[config.mk]
export PLATFORM = sky130hd
export DESIGN_NAME = legacy_memory_steering_decode
export DESIGN_NICKNAME = d
export VERILOG_FILES = /design/src/lmsd_pkg.sv /design/src/lmsd_route_if.sv /design/src/legacy_memory_steering_decode.sv /design/src/lmsd_route_decode.sv
export VERILOG_INCLUDE_DIRS = /design/src
export SDC_FILE = /design/constraint.sdc
export NUM_CORES = 1
export LEC_CHECK = 0
export ABC_AREA = 1
export BUFFER_PORTS_ARGS = -buffer_cell sky130_fd_sc_hd__clkbuf_2
export CELL_PAD_IN_SITES_DETAIL_PLACEMENT = 1
export CELL_PAD_IN_SITES_GLOBAL_PLACEMENT = 1
export CORE_MARGIN = 2
export CORE_UTILIZATION = 34
export CTS_BUF_LIST = sky130_fd_sc_hd__clkbuf_8
export CTS_CLUSTER_DIAMETER = 80
export DETAILED_ROUTE_END_ITERATION = 7
export PLACE_DENSITY_LB_ADDON = 0.25
export SLEW_MARGIN = 30
export SYNTH_ARGS = -nofsm -noshare
export SYNTH_HDL_FRONTEND = slang
export SYNTH_SLANG_ARGS = --single-unit
[constraint.sdc]
create_clock -name clk -period 3.76 [get_ports clk]
set_input_delay 0.752 -clock clk [delete_from_list [all_inputs] [get_ports clk]]
set_output_delay 0.752 -clock clk [all_outputs]
set_load 0.01 [all_outputs]
[src/lmsd_regs.svh]
/*
  Register offsets, reset values, field positions and decode ranges of the
  legacy memory steering decode. Assumes inclusion by the two decode modules.
*/
// Functional notes
// - shadow field 00: all reads and writes of the segment go to hub link
// - shadow field 01: reads from DRAM, writes forwarded to hub link
// - shadow field 10: writes to DRAM, reads serviced by hub link
// - shadow field 11: reads and writes both served by DRAM
// - register 94h: bits 5:4 govern 0DC000h segment, 1:0 govern 0D8000h, reset 00
// - register 95h: bits 5:4 govern 0E4000h segment, 1:0 govern 0E0000h
// - register 96h covers 0E8000h-0EFFFFh, upper field upper half, lower field lower
// - legacy control bit 7 opens an unremapped DRAM hole from 15 to 16 MB
// - VGA enable clear: I/O 03BCh-03BFh goes to hub link
// - VGA on, mono absent: 03BCh-03BFh to graphics if inside I/O window
// - mono resources: memory 0B0000h-0B7FFFh, listed ports, A[15:10] ignored
// - mono present: any I/O touching a mono port or alias goes to hub
// - VGA/mono routing table: off/off hub, VGA only graphics, both splits
// - boundary bits 7:3 are address bits 31:27; DRAM only below it
// - below boundary claim 1-64 MB stolen graphics and 1, 2 or 8 MB TSEG
// - stolen base is boundary minus stolen size; TSEG base subtracts TSEG size
// - SMM_RAM_CONTROL open, close and lock act only while global enable is set
// - lock clears open, freezes lock, boundary, global; only reset clears it
// - legacy accesses from hub link or graphics port always go to memory
`ifndef LMSD_REGS_SVH
`define LMSD_REGS_SVH

`define LMSD_OFF_ATTR_D8 8'h94
`define LMSD_OFF_ATTR_E0 8'h95
`define LMSD_OFF_ATTR_E8 8'h96
`define LMSD_OFF_LEGACY 8'h97
`define LMSD_OFF_TOP 8'h9c
`define LMSD_OFF_SMM 8'h9d

`define LMSD_RST_ATTR 8'h00
`define LMSD_RST_LEGACY 8'h00
`define LMSD_RST_TOP 5'h01
`define LMSD_RST_SMM 8'h02

`define LMSD_MASK_ATTR 8'h33
`define LMSD_MASK_LEGACY 8'h81
`define LMSD_BIT_HOLE 7
`define LMSD_BIT_MONO 0
`define LMSD_BIT_OPEN 6
`define LMSD_BIT_CLOSE 5
`define LMSD_BIT_LOCK 4
`define LMSD_BIT_GLOBAL 3
`define LMSD_SMM_BASE_SEG 3'h2
`define LMSD_ATTR_UPPER_POS 4

`define LMSD_SEG_FIRST 6'h36
`define LMSD_SEG_LAST 6'h3b
`define LMSD_HOLE_MB 12'h00f
`define LMSD_VGA_MEM_PAGE 3'h5
`define LMSD_MONO_MEM_HALF 4'hb
`define LMSD_LEGACY_MB 12'h000
`define LMSD_MONO_WIN_LO 16'h03bc
`define LMSD_MONO_WIN_LAST 16'h03bf
`define LMSD_TSEG_1MB 12'h001
`define LMSD_TSEG_2MB 12'h002
`define LMSD_TSEG_8MB 12'h008

`endif

[src/lmsd_pkg.sv]
/*
  Types shared by the legacy memory steering decode modules.
  Assumes lmsd_regs.svh holds the register offsets, reset values and most decode ranges.
*/
package lmsd_pkg;
  typedef enum logic [1:0] {
    LMSD_TO_NONE = 2'b00,
    LMSD_TO_DRAM = 2'b01,
    LMSD_TO_HUB = 2'b10,
    LMSD_TO_GFX = 2'b11
  } lmsd_target_t;

  typedef enum logic [1:0] {
    LMSD_SRC_HOST = 2'b00,
    LMSD_SRC_HUB = 2'b01,
    LMSD_SRC_GFX = 2'b10
  } lmsd_source_t;
endpackage : lmsd_pkg

[src/lmsd_route_if.sv]
/*
  Carrier between the register core and the route decoder.
  Assumes both ends run on the same clock; the decoder is purely combinational.
*/
interface lmsd_route_if;
  import lmsd_pkg::*;
  logic [7:0] attr [3];
  logic memory_hole_on;
  logic mono_adapter_present;
  logic graphics_vga_on;
  logic [15:0] port_io_window_base;
  logic [15:0] port_io_window_limit;
  logic [11:0] top_mb;
  logic [11:0] stolen_base_mb;
  logic [11:0] tseg_base_mb;
  logic tseg_active;
  lmsd_source_t source;
  logic is_io;
  logic is_write;
  logic is_smm;
  logic [31:0] addr;
  logic [3:0] byte_en;
  lmsd_target_t target;
  logic hit_shadow;
  logic hit_tseg;

  modport core (
    output attr, memory_hole_on, mono_adapter_present, graphics_vga_on,
    output port_io_window_base, port_io_window_limit, top_mb, stolen_base_mb,
    output tseg_base_mb, tseg_active, source, is_io, is_write, is_smm, addr, byte_en,
    input target, hit_shadow, hit_tseg
  );
  modport decoder (
    input attr, memory_hole_on, mono_adapter_present, graphics_vga_on,
    input port_io_window_base, port_io_window_limit, top_mb, stolen_base_mb,
    input tseg_base_mb, tseg_active, source, is_io, is_write, is_smm, addr, byte_en,
    output target, hit_shadow, hit_tseg
  );
endinterface : lmsd_route_if

[src/legacy_memory_steering_decode.sv]
/*
  Host-bridge legacy region decode: shadow attribute, legacy access control,
  low DRAM top and SMM RAM control registers, plus one registered route per cycle.
  Assumes an 8-bit configuration port on clk and same-clock request and strap inputs.
*/
`include "lmsd_regs.svh"
module legacy_memory_steering_decode
  import lmsd_pkg::*;
#(
  parameter int STOLEN_W = 7
) (
  input wire logic clk,
  input wire logic reset,
  input wire logic cfg_wr,
  input wire logic cfg_rd,
  input wire logic [7:0] cfg_addr,
  input wire logic [7:0] cfg_wdata,
  output logic [7:0] cfg_rdata,
  input wire logic graphics_vga_on,
  input wire logic [15:0] port_io_window_base,
  input wire logic [15:0] port_io_window_limit,
  input wire logic gfx_stolen_on,
  input wire logic [STOLEN_W-1:0] gfx_stolen_mb,
  input wire logic tseg_on,
  input wire logic [1:0] tseg_size_sel,
  input wire logic req_valid,
  input wire lmsd_source_t req_source,
  input wire logic req_is_io,
  input wire logic req_write,
  input wire logic req_smm,
  input wire logic [31:0] req_addr,
  input wire logic [3:0] req_byte_en,
  output logic route_valid,
  output lmsd_target_t route_target,
  output logic route_hit_shadow,
  output logic route_hit_tseg,
  output logic [11:0] stolen_base_mb,
  output logic [11:0] tseg_base_mb,
  output logic smm_ram_control_open_active,
  output logic smm_ram_control_closed_active,
  output logic smm_ram_control_lock
);
  logic [7:0] attr [3];
  logic [7:0] legacy_ctl;
  logic [4:0] top;
  logic smm_ram_control_open;
  logic smm_ram_control_closed;
  logic global_smm_ram_control_on;
  localparam logic [7:0] SMM_RESET = `LMSD_RST_SMM;

  lmsd_route_if rt ();

  function automatic logic [11:0] mb_sub(input logic [11:0] a, input logic [11:0] b);
    mb_sub = (a > b) ? 12'(a - b) : 12'h000;
  endfunction : mb_sub

  function automatic logic [11:0] tseg_mb(input logic [1:0] sel);
    case (sel)
      2'b00: tseg_mb = `LMSD_TSEG_1MB;
      2'b01: tseg_mb = `LMSD_TSEG_2MB;
      2'b10: tseg_mb = `LMSD_TSEG_8MB;
      default: tseg_mb = 12'h000;
    endcase
  endfunction : tseg_mb

  // register address decode
  wire sel_attr_d8 = cfg_addr == `LMSD_OFF_ATTR_D8;
  wire sel_attr_e0 = cfg_addr == `LMSD_OFF_ATTR_E0;
  wire sel_attr_e8 = cfg_addr == `LMSD_OFF_ATTR_E8;
  wire sel_legacy = cfg_addr == `LMSD_OFF_LEGACY;
  wire sel_top = cfg_addr == `LMSD_OFF_TOP;
  wire sel_smm = cfg_addr == `LMSD_OFF_SMM;

  // boundary in MB: bits 31:27 become MB bits 11:7
  wire [11:0] top_mb = {top, 7'h00};
  wire [11:0] stolen_mb = gfx_stolen_on ? 12'(gfx_stolen_mb) : 12'h000;
  wire tseg_active = tseg_on && global_smm_ram_control_on;
  wire [11:0] tseg_size_mb = tseg_active ? tseg_mb(tseg_size_sel) : 12'h000;
  wire [11:0] next_stolen_base = mb_sub(top_mb, stolen_mb);
  wire [11:0] next_tseg_base = mb_sub(next_stolen_base, tseg_size_mb);

  wire [7:0] smm_read = {1'b0, smm_ram_control_open, smm_ram_control_closed, smm_ram_control_lock, global_smm_ram_control_on,
                         `LMSD_SMM_BASE_SEG};
  wire [7:0] next_rdata;
  assign next_rdata =
    sel_attr_d8 ? attr[0] :
    sel_attr_e0 ? attr[1] :
    sel_attr_e8 ? attr[2] :
    sel_legacy ? legacy_ctl :
    sel_top ? {top, 3'h0} :
    sel_smm ? smm_read : 8'h00;

  // open/close/lock only count while the global enable is set
  wire lock_write = cfg_wr && sel_smm && cfg_wdata[`LMSD_BIT_LOCK] && !smm_ram_control_lock &&
                    (global_smm_ram_control_on || cfg_wdata[`LMSD_BIT_GLOBAL]);
  wire smm_write_ok = cfg_wr && sel_smm && !smm_ram_control_lock;

  assign rt.attr = attr;
  assign rt.memory_hole_on = legacy_ctl[`LMSD_BIT_HOLE];
  assign rt.mono_adapter_present = legacy_ctl[`LMSD_BIT_MONO];
  assign rt.graphics_vga_on = graphics_vga_on;
  assign rt.port_io_window_base = port_io_window_base;
  assign rt.port_io_window_limit = port_io_window_limit;
  assign rt.top_mb = top_mb;
  assign rt.stolen_base_mb = next_stolen_base;
  assign rt.tseg_base_mb = next_tseg_base;
  assign rt.tseg_active = tseg_active;
  assign rt.source = req_source;
  assign rt.is_io = req_is_io;
  assign rt.is_write = req_write;
  assign rt.is_smm = req_smm;
  assign rt.addr = req_addr;
  assign rt.byte_en = req_byte_en;

  lmsd_route_decode u_decode (
    .rt(rt.decoder)
  );

  always_ff @(posedge clk) begin
    if (reset) begin
      for (int i = 0; i < 3; i++) begin
        attr[i] <= `LMSD_RST_ATTR;
      end
    end else if (cfg_wr) begin
      if (sel_attr_d8) begin
        attr[0] <= cfg_wdata & `LMSD_MASK_ATTR;
      end else if (sel_attr_e0) begin
        attr[1] <= cfg_wdata & `LMSD_MASK_ATTR;
      end else if (sel_attr_e8) begin
        attr[2] <= cfg_wdata & `LMSD_MASK_ATTR;
      end
    end
  end

  always_ff @(posedge clk) begin
    if (reset) begin
      legacy_ctl <= `LMSD_RST_LEGACY;
    end else if (cfg_wr && sel_legacy) begin
      // mono bit with VGA off is illegal; stored as written, decoder falls to hub
      legacy_ctl <= cfg_wdata & `LMSD_MASK_LEGACY;
    end
  end

  always_ff @(posedge clk) begin
    if (reset) begin
      top <= `LMSD_RST_TOP;
    end else if (cfg_wr && sel_top && !smm_ram_control_lock) begin
      top <= cfg_wdata[7:3];
    end
  end

  always_ff @(posedge clk) begin
    if (reset) begin
      global_smm_ram_control_on <= SMM_RESET[`LMSD_BIT_GLOBAL];
      smm_ram_control_closed <= SMM_RESET[`LMSD_BIT_CLOSE];
    end else if (cfg_wr && sel_smm) begin
      if (!smm_ram_control_lock) begin
        global_smm_ram_control_on <= cfg_wdata[`LMSD_BIT_GLOBAL];
      end
      smm_ram_control_closed <= cfg_wdata[`LMSD_BIT_CLOSE];
    end
  end

  always_ff @(posedge clk) begin
    if (reset) begin
      smm_ram_control_open <= SMM_RESET[`LMSD_BIT_OPEN];
      smm_ram_control_lock <= SMM_RESET[`LMSD_BIT_LOCK];
    end else if (lock_write) begin
      // open cannot survive a lock, even if written high with it
      smm_ram_control_lock <= 1'b1;
      smm_ram_control_open <= 1'b0;
    end else if (smm_write_ok) begin
      smm_ram_control_open <= cfg_wdata[`LMSD_BIT_OPEN];
    end
  end

  always_ff @(posedge clk) begin
    if (reset) begin
      cfg_rdata <= 8'h00;
    end else if (cfg_rd) begin
      cfg_rdata <= next_rdata;
    end
  end

  always_ff @(posedge clk) begin
    if (reset) begin
      stolen_base_mb <= 12'h000;
      tseg_base_mb <= 12'h000;
      smm_ram_control_open_active <= 1'b0;
      smm_ram_control_closed_active <= 1'b0;
    end else begin
      stolen_base_mb <= next_stolen_base;
      tseg_base_mb <= next_tseg_base;
      smm_ram_control_open_active <= global_smm_ram_control_on && smm_ram_control_open && !smm_ram_control_lock;
      smm_ram_control_closed_active <= global_smm_ram_control_on && smm_ram_control_closed;
    end
  end

  always_ff @(posedge clk) begin
    if (reset) begin
      route_valid <= 1'b0;
      route_target <= LMSD_TO_NONE;
      route_hit_shadow <= 1'b0;
      route_hit_tseg <= 1'b0;
    end else begin
      route_valid <= req_valid;
      route_target <= req_valid ? rt.target : LMSD_TO_NONE;
      route_hit_shadow <= req_valid && rt.hit_shadow;
      route_hit_tseg <= req_valid && rt.hit_tseg;
    end
  end
endmodule : legacy_memory_steering_decode

[src/lmsd_route_decode.sv]
/*
  Combinational steering of one processor cycle to DRAM, hub link or graphics.
  Assumes the core registers the result.
*/
`include "lmsd_regs.svh"
module lmsd_route_decode
  import lmsd_pkg::*;
(
  lmsd_route_if.decoder rt
);
  wire [11:0] addr_mb = rt.addr[31:20];
  wire below_1mb = addr_mb == `LMSD_LEGACY_MB;
  wire [5:0] seg = rt.addr[19:14];
  wire in_shadow = below_1mb && seg >= `LMSD_SEG_FIRST && seg <= `LMSD_SEG_LAST;
  wire [5:0] seg_off = seg - `LMSD_SEG_FIRST;
  wire [1:0] seg_reg = seg_off[2:1];
  // upper half segment uses field 5:4, lower half 1:0
  wire [1:0] seg_attr = seg_off[0] ? rt.attr[seg_reg][`LMSD_ATTR_UPPER_POS +: 2]
                                   : rt.attr[seg_reg][1:0];
  wire shadow_dram = rt.is_write ? seg_attr[1] : seg_attr[0];

  wire vga_mem = below_1mb && rt.addr[19:17] == `LMSD_VGA_MEM_PAGE;
  wire mono_mem = below_1mb && rt.addr[19:15] == {`LMSD_MONO_MEM_HALF, 1'b0};

  // aliases fold away A[15:10]
  wire [9:0] io_lo = rt.addr[9:0];
  wire [3:0] io_hit_mono;
  wire [3:0] io_hit_vga;
  genvar b;
  generate
    for (b = 0; b < 4; b++) begin : g_lane
      wire [9:0] p = {io_lo[9:2], 2'(b)};
      assign io_hit_mono[b] = rt.byte_en[b] && (p == 10'h3b4 || p == 10'h3b5 ||
        p == 10'h3b8 || p == 10'h3b9 || p == 10'h3ba || p == 10'h3bf);
      assign io_hit_vga[b] = rt.byte_en[b] && ((p >= 10'h3b0 && p <= 10'h3bb) ||
        (p >= 10'h3c0 && p <= 10'h3df));
    end
  endgenerate
  wire touches_mono = |io_hit_mono;
  wire touches_vga = |io_hit_vga;
  wire in_3bc = rt.addr[15:0] >= `LMSD_MONO_WIN_LO && rt.addr[15:0] <= `LMSD_MONO_WIN_LAST;
  wire in_io_window = rt.addr[15:0] >= rt.port_io_window_base &&
                      rt.addr[15:0] <= rt.port_io_window_limit;

  wire in_hole = rt.memory_hole_on && addr_mb == `LMSD_HOLE_MB;
  wire below_top = addr_mb < rt.top_mb;
  wire in_stolen = below_top && addr_mb >= rt.stolen_base_mb;
  wire in_tseg = rt.tseg_active && addr_mb >= rt.tseg_base_mb &&
                 addr_mb < rt.stolen_base_mb;
  wire host = rt.source == LMSD_SRC_HOST;

  assign rt.hit_shadow = in_shadow;
  assign rt.hit_tseg = in_tseg;

  always_comb begin
    rt.target = LMSD_TO_HUB;
    if (rt.is_io) begin
      if (rt.mono_adapter_present && touches_mono) begin
        rt.target = LMSD_TO_HUB;
      end else if (in_3bc) begin
        if (rt.graphics_vga_on && !rt.mono_adapter_present && in_io_window) begin
          rt.target = LMSD_TO_GFX;
        end else begin
          rt.target = LMSD_TO_HUB;
        end
      end else if ((touches_vga || touches_mono) && rt.graphics_vga_on) begin
        rt.target = LMSD_TO_GFX;
      end
    end else if (below_1mb && !host) begin
      rt.target = LMSD_TO_DRAM;
    end else if (mono_mem) begin
      rt.target = (rt.graphics_vga_on && !rt.mono_adapter_present) ? LMSD_TO_GFX
                                                                 : LMSD_TO_HUB;
    end else if (vga_mem) begin
      rt.target = rt.graphics_vga_on ? LMSD_TO_GFX : LMSD_TO_HUB;
    end else if (in_shadow) begin
      rt.target = shadow_dram ? LMSD_TO_DRAM : LMSD_TO_HUB;
    end else if (in_hole || !below_top || in_stolen) begin
      rt.target = LMSD_TO_HUB;
    end else if (in_tseg) begin
      rt.target = rt.is_smm ? LMSD_TO_DRAM : LMSD_TO_HUB;
    end else begin
      rt.target = LMSD_TO_DRAM;
    end
  end
endmodule : lmsd_route_decode

# [Word level (Yosys, flattened, before mapping)]
# Index checks and enable logic that the tools add are counted.
[classes] eq_ne=14 n_addsub=3 n_reduce_logical=69 magnitude_cmp=29 n_bitwise=5 muxes=31
[op_table] op="10-bit >= comparator, second input constant" count=8
[op_table] op="10-bit <= comparator, second input constant" count=8
[op_table] op="8-bit == test, second input constant" count=9
[op_table] op="1-bit logical AND" count=45
[op_table] op="8-bit 2-to-1 mux" count=5
[op_table] op="12-bit 2-to-1 mux" count=3
[op_table] op="12-bit >= comparator" count=2
[op_table] op="12-bit less-than comparator" count=2
[op_table] op="2-bit 2-to-1 mux" count=12
[op_table] op="8-bit binary-select mux with 2-bit select" count=1
[op_table] op="16-bit by 10-bit >= comparator with 1-bit output, second input constant" count=1
[op_table] op="16-bit >= comparator" count=1
[op_table] op="16-bit by 10-bit <= comparator with 1-bit output, second input constant" count=1
[op_table] op="16-bit <= comparator" count=1
[op_table] op="7-bit 2-to-1 mux" count=2
[op_table] op="12-bit by 4-bit == test with 1-bit output, second input constant" count=1
[op_table] op="12-bit > comparator" count=1
[op_table] op="12-bit by 7-bit > comparator with 1-bit output" count=1
[op_table] op="12-bit zero test" count=1
[op_table] op="6-bit 2-to-1 mux" count=2
[op_table] op="4-bit case mux with 3 select lines" count=1
[op_table] op="12-bit subtractor" count=1
[op_table] op="12-bit by 7-bit subtractor with 12-bit output" count=1
[op_table] op="1-bit logical OR" count=9
[op_table] op="other kinds (18)" count=32
[word_totals] in_bits=106 ff_bits=62 output_inout_bits=40 elab_cells=169

# [Logic depth before layout (Yosys ltp)]
# Gate-level depths: netlist (run 1).
[depth] word_depth=15 mapped_depth=31 ltp_nobuf=29

# [By module]
# From an unflattened synthesis (run 1), not the netlist that was laid out.
[unflattened] cells_unflattened=818 hier_area_um2=5401.4
[by_module_without_submodules] module="legacy_memory_steering_decode" cells_each=422 n_inst=1 seq_area_each_um2=1221.2 area_per_inst_um2=3138.0
[by_module_without_submodules] module="lmsd_route_decode" cells_each=396 n_inst=1 seq_area_each_um2=0.0 area_per_inst_um2=2263.4

# [Worst setup path after synthesis (run 1)]
# OpenSTA, ideal clock, no wires.
[synth_timing] path_kind="input port to flip-flop" from="in gfx_stolen_mb[1]" to="reg route_target[0]" path_slack_ns=0.097 arrival_time_ns=3.593 required_ns=3.690 cell_stages=28 setup_time_ns=0.070 path_buffers=1 path_cell_list="nand2_1 > ha_1 > nand2_1 > inv_1 > fa_1 > inv_1 > nand2_1 > nand2_1 > nand2_1 > a21oi_2 > nand3_2 > buf_12 > inv_2 > nor2_1 > ha_1 > o21ai_0 > nand2_1 > nand2_1 > nand2_1 > nand2_1 > nand2_1 > nand3_1 > nand2_1 > nand2_1 > nand2_1 > nand2_1 > nand2_1 > a21oi_1"
[synth_between] elab_chain_cells=15 word_cells_on_any_way=21 cone_classes="2 x add/sub; 5 x order compare; 10 x mux; 4 x reduce/logical"
[synth_lines] element="start, declared" line="legacy_memory_steering_decode.sv:23" source="input wire logic [STOLEN_W-1:0] gfx_stolen_mb,"
[synth_lines] element="7-bit 2-to-1 mux *" line="legacy_memory_steering_decode.sv:76" source="wire [11:0] stolen_mb = gfx_stolen_on ? 12'(gfx_stolen_mb) : 12'h000;"
[synth_lines] element="12-bit by 7-bit subtractor with 12-bit output or 12-bit by 7-bit > comparator with 1-bit output (tied branches)" line="legacy_memory_steering_decode.sv:54" source="mb_sub = (a > b) ? 12'(a - b) : 12'h000;"
[synth_lines] element="12-bit 2-to-1 mux *" line="legacy_memory_steering_decode.sv:54"
[synth_lines] element="named net next_stolen_base[1]" line="legacy_memory_steering_decode.sv:79" source="wire [11:0] next_stolen_base = mb_sub(top_mb, stolen_mb);"
[synth_lines] element="12-bit > comparator *" line="legacy_memory_steering_decode.sv:54"
[synth_lines] element="12-bit 2-to-1 mux *" line="legacy_memory_steering_decode.sv:54"
[synth_lines] element="named net next_tseg_base[0]" line="legacy_memory_steering_decode.sv:80" source="wire [11:0] next_tseg_base = mb_sub(next_stolen_base, tseg_size_mb);"
[synth_lines] element="12-bit >= comparator *" line="lmsd_route_decode.sv:48" source="wire in_tseg = rt.tseg_active && addr_mb >= rt.tseg_base_mb &&"
[synth_lines] element="1-bit logical AND * (2 in a row)" line="lmsd_route_decode.sv:48"
[synth_lines] element="2-bit 2-to-1 mux *" line="lmsd_route_decode.sv:80" source="end else if (in_tseg) begin"
[synth_lines] element="2-bit 2-to-1 mux *" line="lmsd_route_decode.sv:78" source="end else if (in_hole || !below_top || in_stolen) begin"
[synth_lines] element="2-bit 2-to-1 mux *" line="lmsd_route_decode.sv:76" source="end else if (in_shadow) begin"
[synth_lines] element="2-bit 2-to-1 mux *" line="lmsd_route_decode.sv:74" source="end else if (vga_mem) begin"
[synth_lines] element="2-bit 2-to-1 mux *" line="lmsd_route_decode.sv:71" source="end else if (mono_mem) begin"
[synth_lines] element="2-bit 2-to-1 mux *" line="lmsd_route_decode.sv:69" source="end else if (below_1mb && !host) begin"
[synth_lines] element="2-bit 2-to-1 mux *" line="lmsd_route_decode.sv:57" source="if (rt.is_io) begin"
[synth_lines] element="end signal, assigned" line="legacy_memory_steering_decode.sv:207" source="route_target <= req_valid ? rt.target : LMSD_TO_NONE;"
[synth_lines] element="end, declared" line="legacy_memory_steering_decode.sv:34" source="output lmsd_target_t route_target,"
# Mark *: on every way through the listed nets, which the timed path passes. The rest lies on a longest branch.
# A chain may end at the register's enable or synchronous reset.

# [Worst setup path in the final report (run 1)]
[layout_timing] from="in gfx_stolen_on" to="reg route_target[0]"
[layout_between] elab_chain_cells=15 word_cells_on_any_way=21 cone_classes="2 x add/sub; 5 x order compare; 10 x mux; 4 x reduce/logical"
[layout_lines] element="start, declared" line="legacy_memory_steering_decode.sv:22" source="input wire logic gfx_stolen_on,"
[layout_lines] element="7-bit 2-to-1 mux *" line="legacy_memory_steering_decode.sv:76"
[layout_lines] element="12-bit by 7-bit subtractor with 12-bit output or 12-bit by 7-bit > comparator with 1-bit output (tied branches)" line="legacy_memory_steering_decode.sv:54"
[layout_lines] element="12-bit 2-to-1 mux *" line="legacy_memory_steering_decode.sv:54"
[layout_lines] element="12-bit subtractor or 12-bit > comparator (tied branches)" line="legacy_memory_steering_decode.sv:54"
[layout_lines] element="12-bit 2-to-1 mux" line="legacy_memory_steering_decode.sv:54"
[layout_lines] element="12-bit >= comparator" line="lmsd_route_decode.sv:48"
[layout_lines] element="1-bit logical AND (2 in a row)" line="lmsd_route_decode.sv:48"
[layout_lines] element="2-bit 2-to-1 mux" line="lmsd_route_decode.sv:80"
[layout_lines] element="2-bit 2-to-1 mux *" line="lmsd_route_decode.sv:78"
[layout_lines] element="2-bit 2-to-1 mux *" line="lmsd_route_decode.sv:76"
[layout_lines] element="2-bit 2-to-1 mux *" line="lmsd_route_decode.sv:74"
[layout_lines] element="2-bit 2-to-1 mux *" line="lmsd_route_decode.sv:71"
[layout_lines] element="2-bit 2-to-1 mux *" line="lmsd_route_decode.sv:69"
[layout_lines] element="2-bit 2-to-1 mux *" line="lmsd_route_decode.sv:57"
# Mark *: on every way between the ends. The rest lies on a longest branch, timed or not.

==> results of run 1 <==
-- through the flow --
step,instances,TNS (ns),setup slack [ns],area [um2]
3_3_place_gp,1075,-0.538,-0.290,6120
6_report,1098,0,0.0623,6600
4_1_cts,1091,0,0.00801,6340
2_1_floorplan,718,0,0.0967,4920
3_5_place_dp,1075,-0.801,-0.397,6120
5_1_grt,1098,-0.226,-0.134,6600
-- path summary, 6_finish.rpt --
path | from | endpoint | slack (ns) | depth (start not counted)
worst min-delay path | cfg_rdata[3] | cfg_rdata[3] | 0.48 | 2
worst min register to register | cfg_rdata[3] | cfg_rdata[3] | 0.48 | 2
worst max register to register | top[2] | route_target[0] | 0.10 | 27
worst max-delay path | gfx_stolen_on | route_target[0] | 0.06 | 29
-- cells by family after synthesis --
group                      Yosys count
xor gates and xnor gates             1
AOI/OAI and AO/OA                  130
buffers and inverters              135
other                                1
and+or+nand+nor                    324
DFF                                 61
adders and majority gates           66
-- synth_stat cells, drive strengths merged --
| master | n |
|---|---|
| and2 | 2 |
| a21oi | 65 |
| o22ai | 4 |
| o221ai | 3 |
| a21o | 1 |
| nand3b | 1 |
| inv | 124 |
| nor4 | 7 |
| or2 | 2 |
| xor2 | 1 |
| fa | 1 |
| o211ai | 6 |
| a21boi | 1 |
| o21ai | 40 |
| ha | 65 |
| clkbuf | 7 |
| buf | 3 |
| clkinv | 1 |
| dfxtp | 61 |
| a211oi | 6 |
| o21bai | 2 |
| nand3 | 47 |
| a31oi | 1 |
| nor2 | 84 |
| nand4 | 13 |
| o21a | 1 |
| nor3 | 15 |
| nand2 | 153 |
| conb | 1 |
-- state kept, by name, summed over array words and instances (netlist names) --
| signal | count |
|---|---|
| legacy_ctl | 2 |
| stolen_base_mb | 12 |
| smm_ram_control_closed_active | 1 |
| route_hit_shadow | 1 |
| cfg_rdata | 7 |
| attr | 12 |
| smm_ram_control_open_active | 1 |
| global_smm_ram_control_on | 1 |
| top | 5 |
| route_hit_tseg | 1 |
| tseg_base_mb | 12 |
| smm_ram_control_closed | 1 |
| smm_ram_control_lock | 1 |
| smm_ram_control_open | 1 |
| route_valid | 1 |
| route_target | 2 |
-- power by group --
group          leakage, nW  switching (mW)  internal [mW]
registers            0.495         0.00482          0.662
logic                 2.78           0.298          0.226
clock network        0.100           0.306          0.314
total                 3.37           0.608           1.20
-- repair_timing --
item                                    CTS  global route
buffers inserted                          0             7
pin swaps                                 2            21
resized for setup                         4            49
endpoints found under the hold margin     0             0
endpoints found under the setup margin    1             2
-- layout make-up --
type | count | area [um2] | area share, %
Tap cell | 180 | 225 | 3.41
Inverter | 125 | 469 | 7.11
Clock inverter | 7 | 81.3 | 1.23
Clock buffer | 9 | 124 | 1.88
Multi-Input combinational cell | 522 | 3370 | 51.0
Sequential cell | 61 | 1220 | 18.5
Timing Repair Buffer | 194 | 1110 | 16.8
-- layer usage --
metal	global-route usage, %	share of wire (%)	up-vias
li1	-	-	2758
met1	26.2	44	2540
met2	37.0	50	114
met3	4.04	4.0	26
met4	6.35	2.2	0
met5	0	0	-
-- worst min-delay path, cell delays in order (launching register included) --
cell and delay (ns):
dfxtp_1 0.32, nand2_1 0.06, a21oi_1 0.06
==> results.yml, run 1 <==
outcome:
  status: "completed"
placed_design:
  io_buffers: 143
  gp_congestion: 0.898
  hpwl_um: 13600
floorplan:
  die_h_um: 124
  dieArea_um2: 15400
  die-width_um: 124
  core_area_um2: 14000
  num_rows: 43
  initial_core_util_pct: 35.2
  io_pins: 146
clock_tree:
  cts_sinks: 61
  cts_buffers: 9
  cts-root-buf: "clkbuf_8"
  h-tree-depth: 3
  cts_buffer_depth: 2
  clk_latency_ns: 0.37
  hold_buffers: 0
  clkTransAtPathRegs_ns: 0.08
  cts_tree: "done"
detailed_routing:
  drt-vias-per-instance: 4.95
  postRouteAntennaNets: 0
  drt_pass1_iterations: 4
  route.vias.total: 5438
  drt_iter0_markers: 196
  routed_wl_um: 16700
  wl_per_cell_um: 15.2
  drc_errors: 0
layout:
  area_growth_pct: 34.2
  utilization_pct: 47.2
  drive_gt1_share_pct: 31.8
  final_cell_mix: "clkbuf_2, nand2_1, inv_1"
  final_common_cell: "clkbuf_2"
  nNetsFinal: 1085
  antenna_cells: 0
  fill_cells: 1865
yosys:
  yosys.area.top_type: "dfxtp_1"
  synth.distinct_cells: 43
  ys_ff_latch: 61
  avgSynthCellArea_um2: 6.85
  syn_nets: 890
  syn_inst: 718
  synth_simple_gate_area_share_pct: 32.5
  synthAdderAreaFrac_pct: 16.9
  syn_area_um2: 4920
  synth_top_area_share_pct: 24.8
  ys.warnings.count: 0
  synth_top_family_by_area: "simple AND/OR/NAND/NOR gates"
  synth_compound_area_share_pct: 14.6
  synth_xor_area_share_pct: 0.178
  yosysSeqAreaShare_pct: 24.8
  synth.area.mux_share_pct: 0
  synthTopCellsByArea: "dfxtp_1, ha_1, nand2_1, inv_1, a21oi_1"
grt:
  grt_max_degree: 45
  grt_pass1_vias: 5732
  track_usage_pct: 21.1
  grt_pass1_wl_um: 26900
  overflow: 0
  antenna_found_initial: 0
pwr:
  power_leakage_nw: 3.37
  irDropWorstVdd_uv: 390
  power.total_mw: 1.81
  cellPowerDensity_nw_per_um2: 274
critical_path:
  arrival_ns: 3.95
  slowest_delay_ns: 0.39
  critPathBufInv: 7
  critPathTopFamily: "simple AND/OR/NAND/NOR gates"
  cpMaxStageDelayCell: "fa_2"
  crit_fanout: 4
  cp-start-kind: "primary input"
  cpMostUsedCell: "nand2_2"
  end_kind: "flip-flop"
  crit_required_ns: 4.01
  critPathKind: "primary input to flip-flop"
run:
  drv_cap: 0
sta:
  finalSetupViolCount: 0
  relSlewSlack_pct: 49.5
  fmax_ghz: 0.270
  skew_ns: 0.0149
  holdWs_ns: 0.478
  min_period_ns: 3.70
  period_share_pct: 98.3
  finalHoldViolCount: 0
  report.final.slew_viol_count: 0
  worst_pin_slew_ns: 0.750
worst_hold_path:
  holdCritPathClass: "flip-flop to flip-flop"
Note: power is estimated with default switching activity, not from simulation.
==> run 2, diff against run 1 <==
- BUFFER_PORTS_ARGS: -buffer_cell sky130_fd_sc_hd__clkbuf_2 -> default
- CELL_PAD_IN_SITES_DETAIL_PLACEMENT: 1 -> 2
- CELL_PAD_IN_SITES_GLOBAL_PLACEMENT: 1 -> 2
- CORE_UTILIZATION: 34 -> 32
- DONT_BUFFER_PORTS: default -> 1
==> run 2 against run 1 <==
  * Clock skew shrank 0.0011 ns
  * Utilization shrank 8.1 points
  * Wire length grew 13%
  * Critical path type unchanged
  * Largest cell class unchanged
  * Highest routed layer unchanged
==> results.yml, run 2 (synthesis gave the netlist of run 1 again) <==
placed_design:
  io_buffers: 0
  hpwl_um: 14400
  place_inst: 934
  post_dp_cell_area_um2: 5370
  gp_congestion: 0.833
clock_tree:
  clk_latency_ns: 0.38
  cts_tree: "done"
  cts_buffer_depth: 2
  cts_sinks: 61
  cts_buffers: 9
  clkTransAtPathRegs_ns: 0.09
  cts-root-buf: "clkbuf_8"
  hold_buffers: 0
  h-tree-depth: 3
critical_path:
  reg2reg_setup_slack_ns: 0.16
  cp-start-kind: "primary input"
  worstSetupStartpoint: "gfx_stolen_mb[1]"
  reg2regPathDepth: 27
  crit_fanout: 3
  crit_required_ns: 4.02
  critPathKind: "primary input to flip-flop"
  rr_endpoint: "route_target[0]"
  arrival_ns: 3.89
  r2r_start: "top[0]"
  crit_end: "route_target[0]"
  end_kind: "flip-flop"
layout:
  final_common_cell: "nand2_1"
  area_growth_pct: 20.0
  drive_gt1_share_pct: 19.3
  seq_area_um2: 1230
  fin_area_um2: 5900
  final_cells: 960
  antenna_cells: 0
  reg.largest.list: "attr x12, stolen_base_mb x12, tseg_base_mb x12"
  fill_cells: 1801
  utilization_pct: 39.1
  multi_input_area_um2: 3360
  final_cell_mix: "nand2_1, inv_1, nor2_1"
  nNetsFinal: 939
pwr:
  irDropWorstVdd_uv: 170
  cellPowerDensity_nw_per_um2: 307
  power.total_mw: 1.81
  power_leakage_nw: 2.75
sta:
  fmax_ghz: 0.276
  finalSetupViolCount: 0
  report.final.slew_viol_count: 0
  relSlewSlack_pct: 44.1
  period_share_pct: 96.3
  min_period_ns: 3.62
  finalHoldViolCount: 0
  worst_pin_slew_ns: 0.831
  skew_ns: 0.0138
grt:
  grt_pass1_vias: 5608
  overflow: 0
  grt_pass1_wl_um: 28000
  track_usage_pct: 21.7
  grt_max_degree: 46
  antenna_found_initial: 0
floorplan:
  initial_core_util_pct: 32.6
  dieArea_um2: 16400
  num_rows: 45
  die-width_um: 128
  die_h_um: 128
  core_area_um2: 15100
  io_pins: 146
worst_hold_path:
  holdCritPathClass: "primary input to flip-flop"
  min_from: "reset"
detailed_routing:
  routed_wl_um: 18900
  postRouteAntennaNets: 0
  drt-vias-per-instance: 5.26
  drc_errors: 0
  drt_pass1_iterations: 4
  wl_per_cell_um: 19.7
  route.vias.total: 5053
  drt_iter0_markers: 142
run:
  drv_cap: 0
outcome:
  status: "completed"
[run 2: changes by cell type in the layout (fill, tap and decap cells not counted), moves of 3 or more]
cell / before / now
a21oi_1: 62 / 59
a21oi_2: 2 / 5
buf_4: 49 / 46
clkbuf_2: 142 / 0
clkinv_4: 3 / 0
dfxtp_1: 60 / 57
nand2_1: 130 / 133
o21ai_2: 0 / 3
[run 2: timing repair]
| item | CTS | global route |
|---|---|---|
| endpoints found under the setup margin | 2 | 3 |
| buffers inserted | 0 | 10 |
| gates resized for setup | 9 | 45 |
| pin swaps | 1 | 19 |
| endpoints found under the hold margin | 0 | 0 |
| gates cloned | 0 | 0 |
[run 2: worst min path at each step]
stage / depth (start not counted) / slack [ns] / endpoint
5_1_grt: 1 / 0.41 / tseg_base_mb[0]
2_1_floorplan: 2 / 0.44 / smm_ram_control_closed_active
3_3_place_gp: 2 / 0.47 / smm_ram_control_open_active
3_5_place_dp: 2 / 0.48 / smm_ram_control_closed_active
4_1_cts: 1 / 0.41 / tseg_base_mb[0]
6_report: 1 / 0.43 / tseg_base_mb[0]
[run 2: critical path, cell delays in order]
cell and delay, ns:
nand2_1 0.06, ha_1 0.30, nand2_1 0.11, inv_2 0.07
ha_4 0.25, a21oi_2 0.16, nand2_2 0.10, nand2_4 0.08
nand2_2 0.10, nor2_4 0.15, nand3_4 0.12, nor2_4 0.13
nand2_1 0.09, nand2_1 0.10, nand3_2 0.11, ha_4 0.31
nand4_1 0.13, a21oi_1 0.14, nor2_1 0.06, nand2_1 0.10
nand3_1 0.09, nand2_1 0.08, nand2_1 0.05, nand2_1 0.08
nand2_2 0.06, nand2_2 0.08, a21oi_2 0.04
[run 2: metrics by stage]
step / hold slack (ns) / setup WS [ns] / TNS, ns
2_1_floorplan: 0.436 / 0.0967 / 0
3_3_place_gp: 0.465 / -0.141 / -0.242
3_5_place_dp: 0.484 / -0.413 / -0.950
4_1_cts: 0.412 / 0.00605 / 0
5_1_grt: 0.409 / -0.138 / -0.276
6_report: 0.431 / 0.139 / 0
[run 2: cell type report]
cell class	count	area share [%]
tap	188	3.99
clock inverter	7	1.78
timing repair buffer	48	6.30
inverter	125	8.00
clock buffer	9	2.10
multi-input combinational	522	57.0
sequential	61	20.8
[run 2: layer usage]
layer | part of all wire (%) | track usage (%)
met2 | 53 | 39.6
met1 | 42 | 25.0
met4 | 1.7 | 6.98
met5 | 0 | 0
met3 | 4.1 | 4.84
[run 2: report_power, final]
group          internal (mW)  switching, mW  total, mW
Sequential             0.662         0.0157      0.677
Clock                  0.384          0.328      0.713
Combinational          0.174          0.247      0.421
Total                   1.22          0.591       1.81
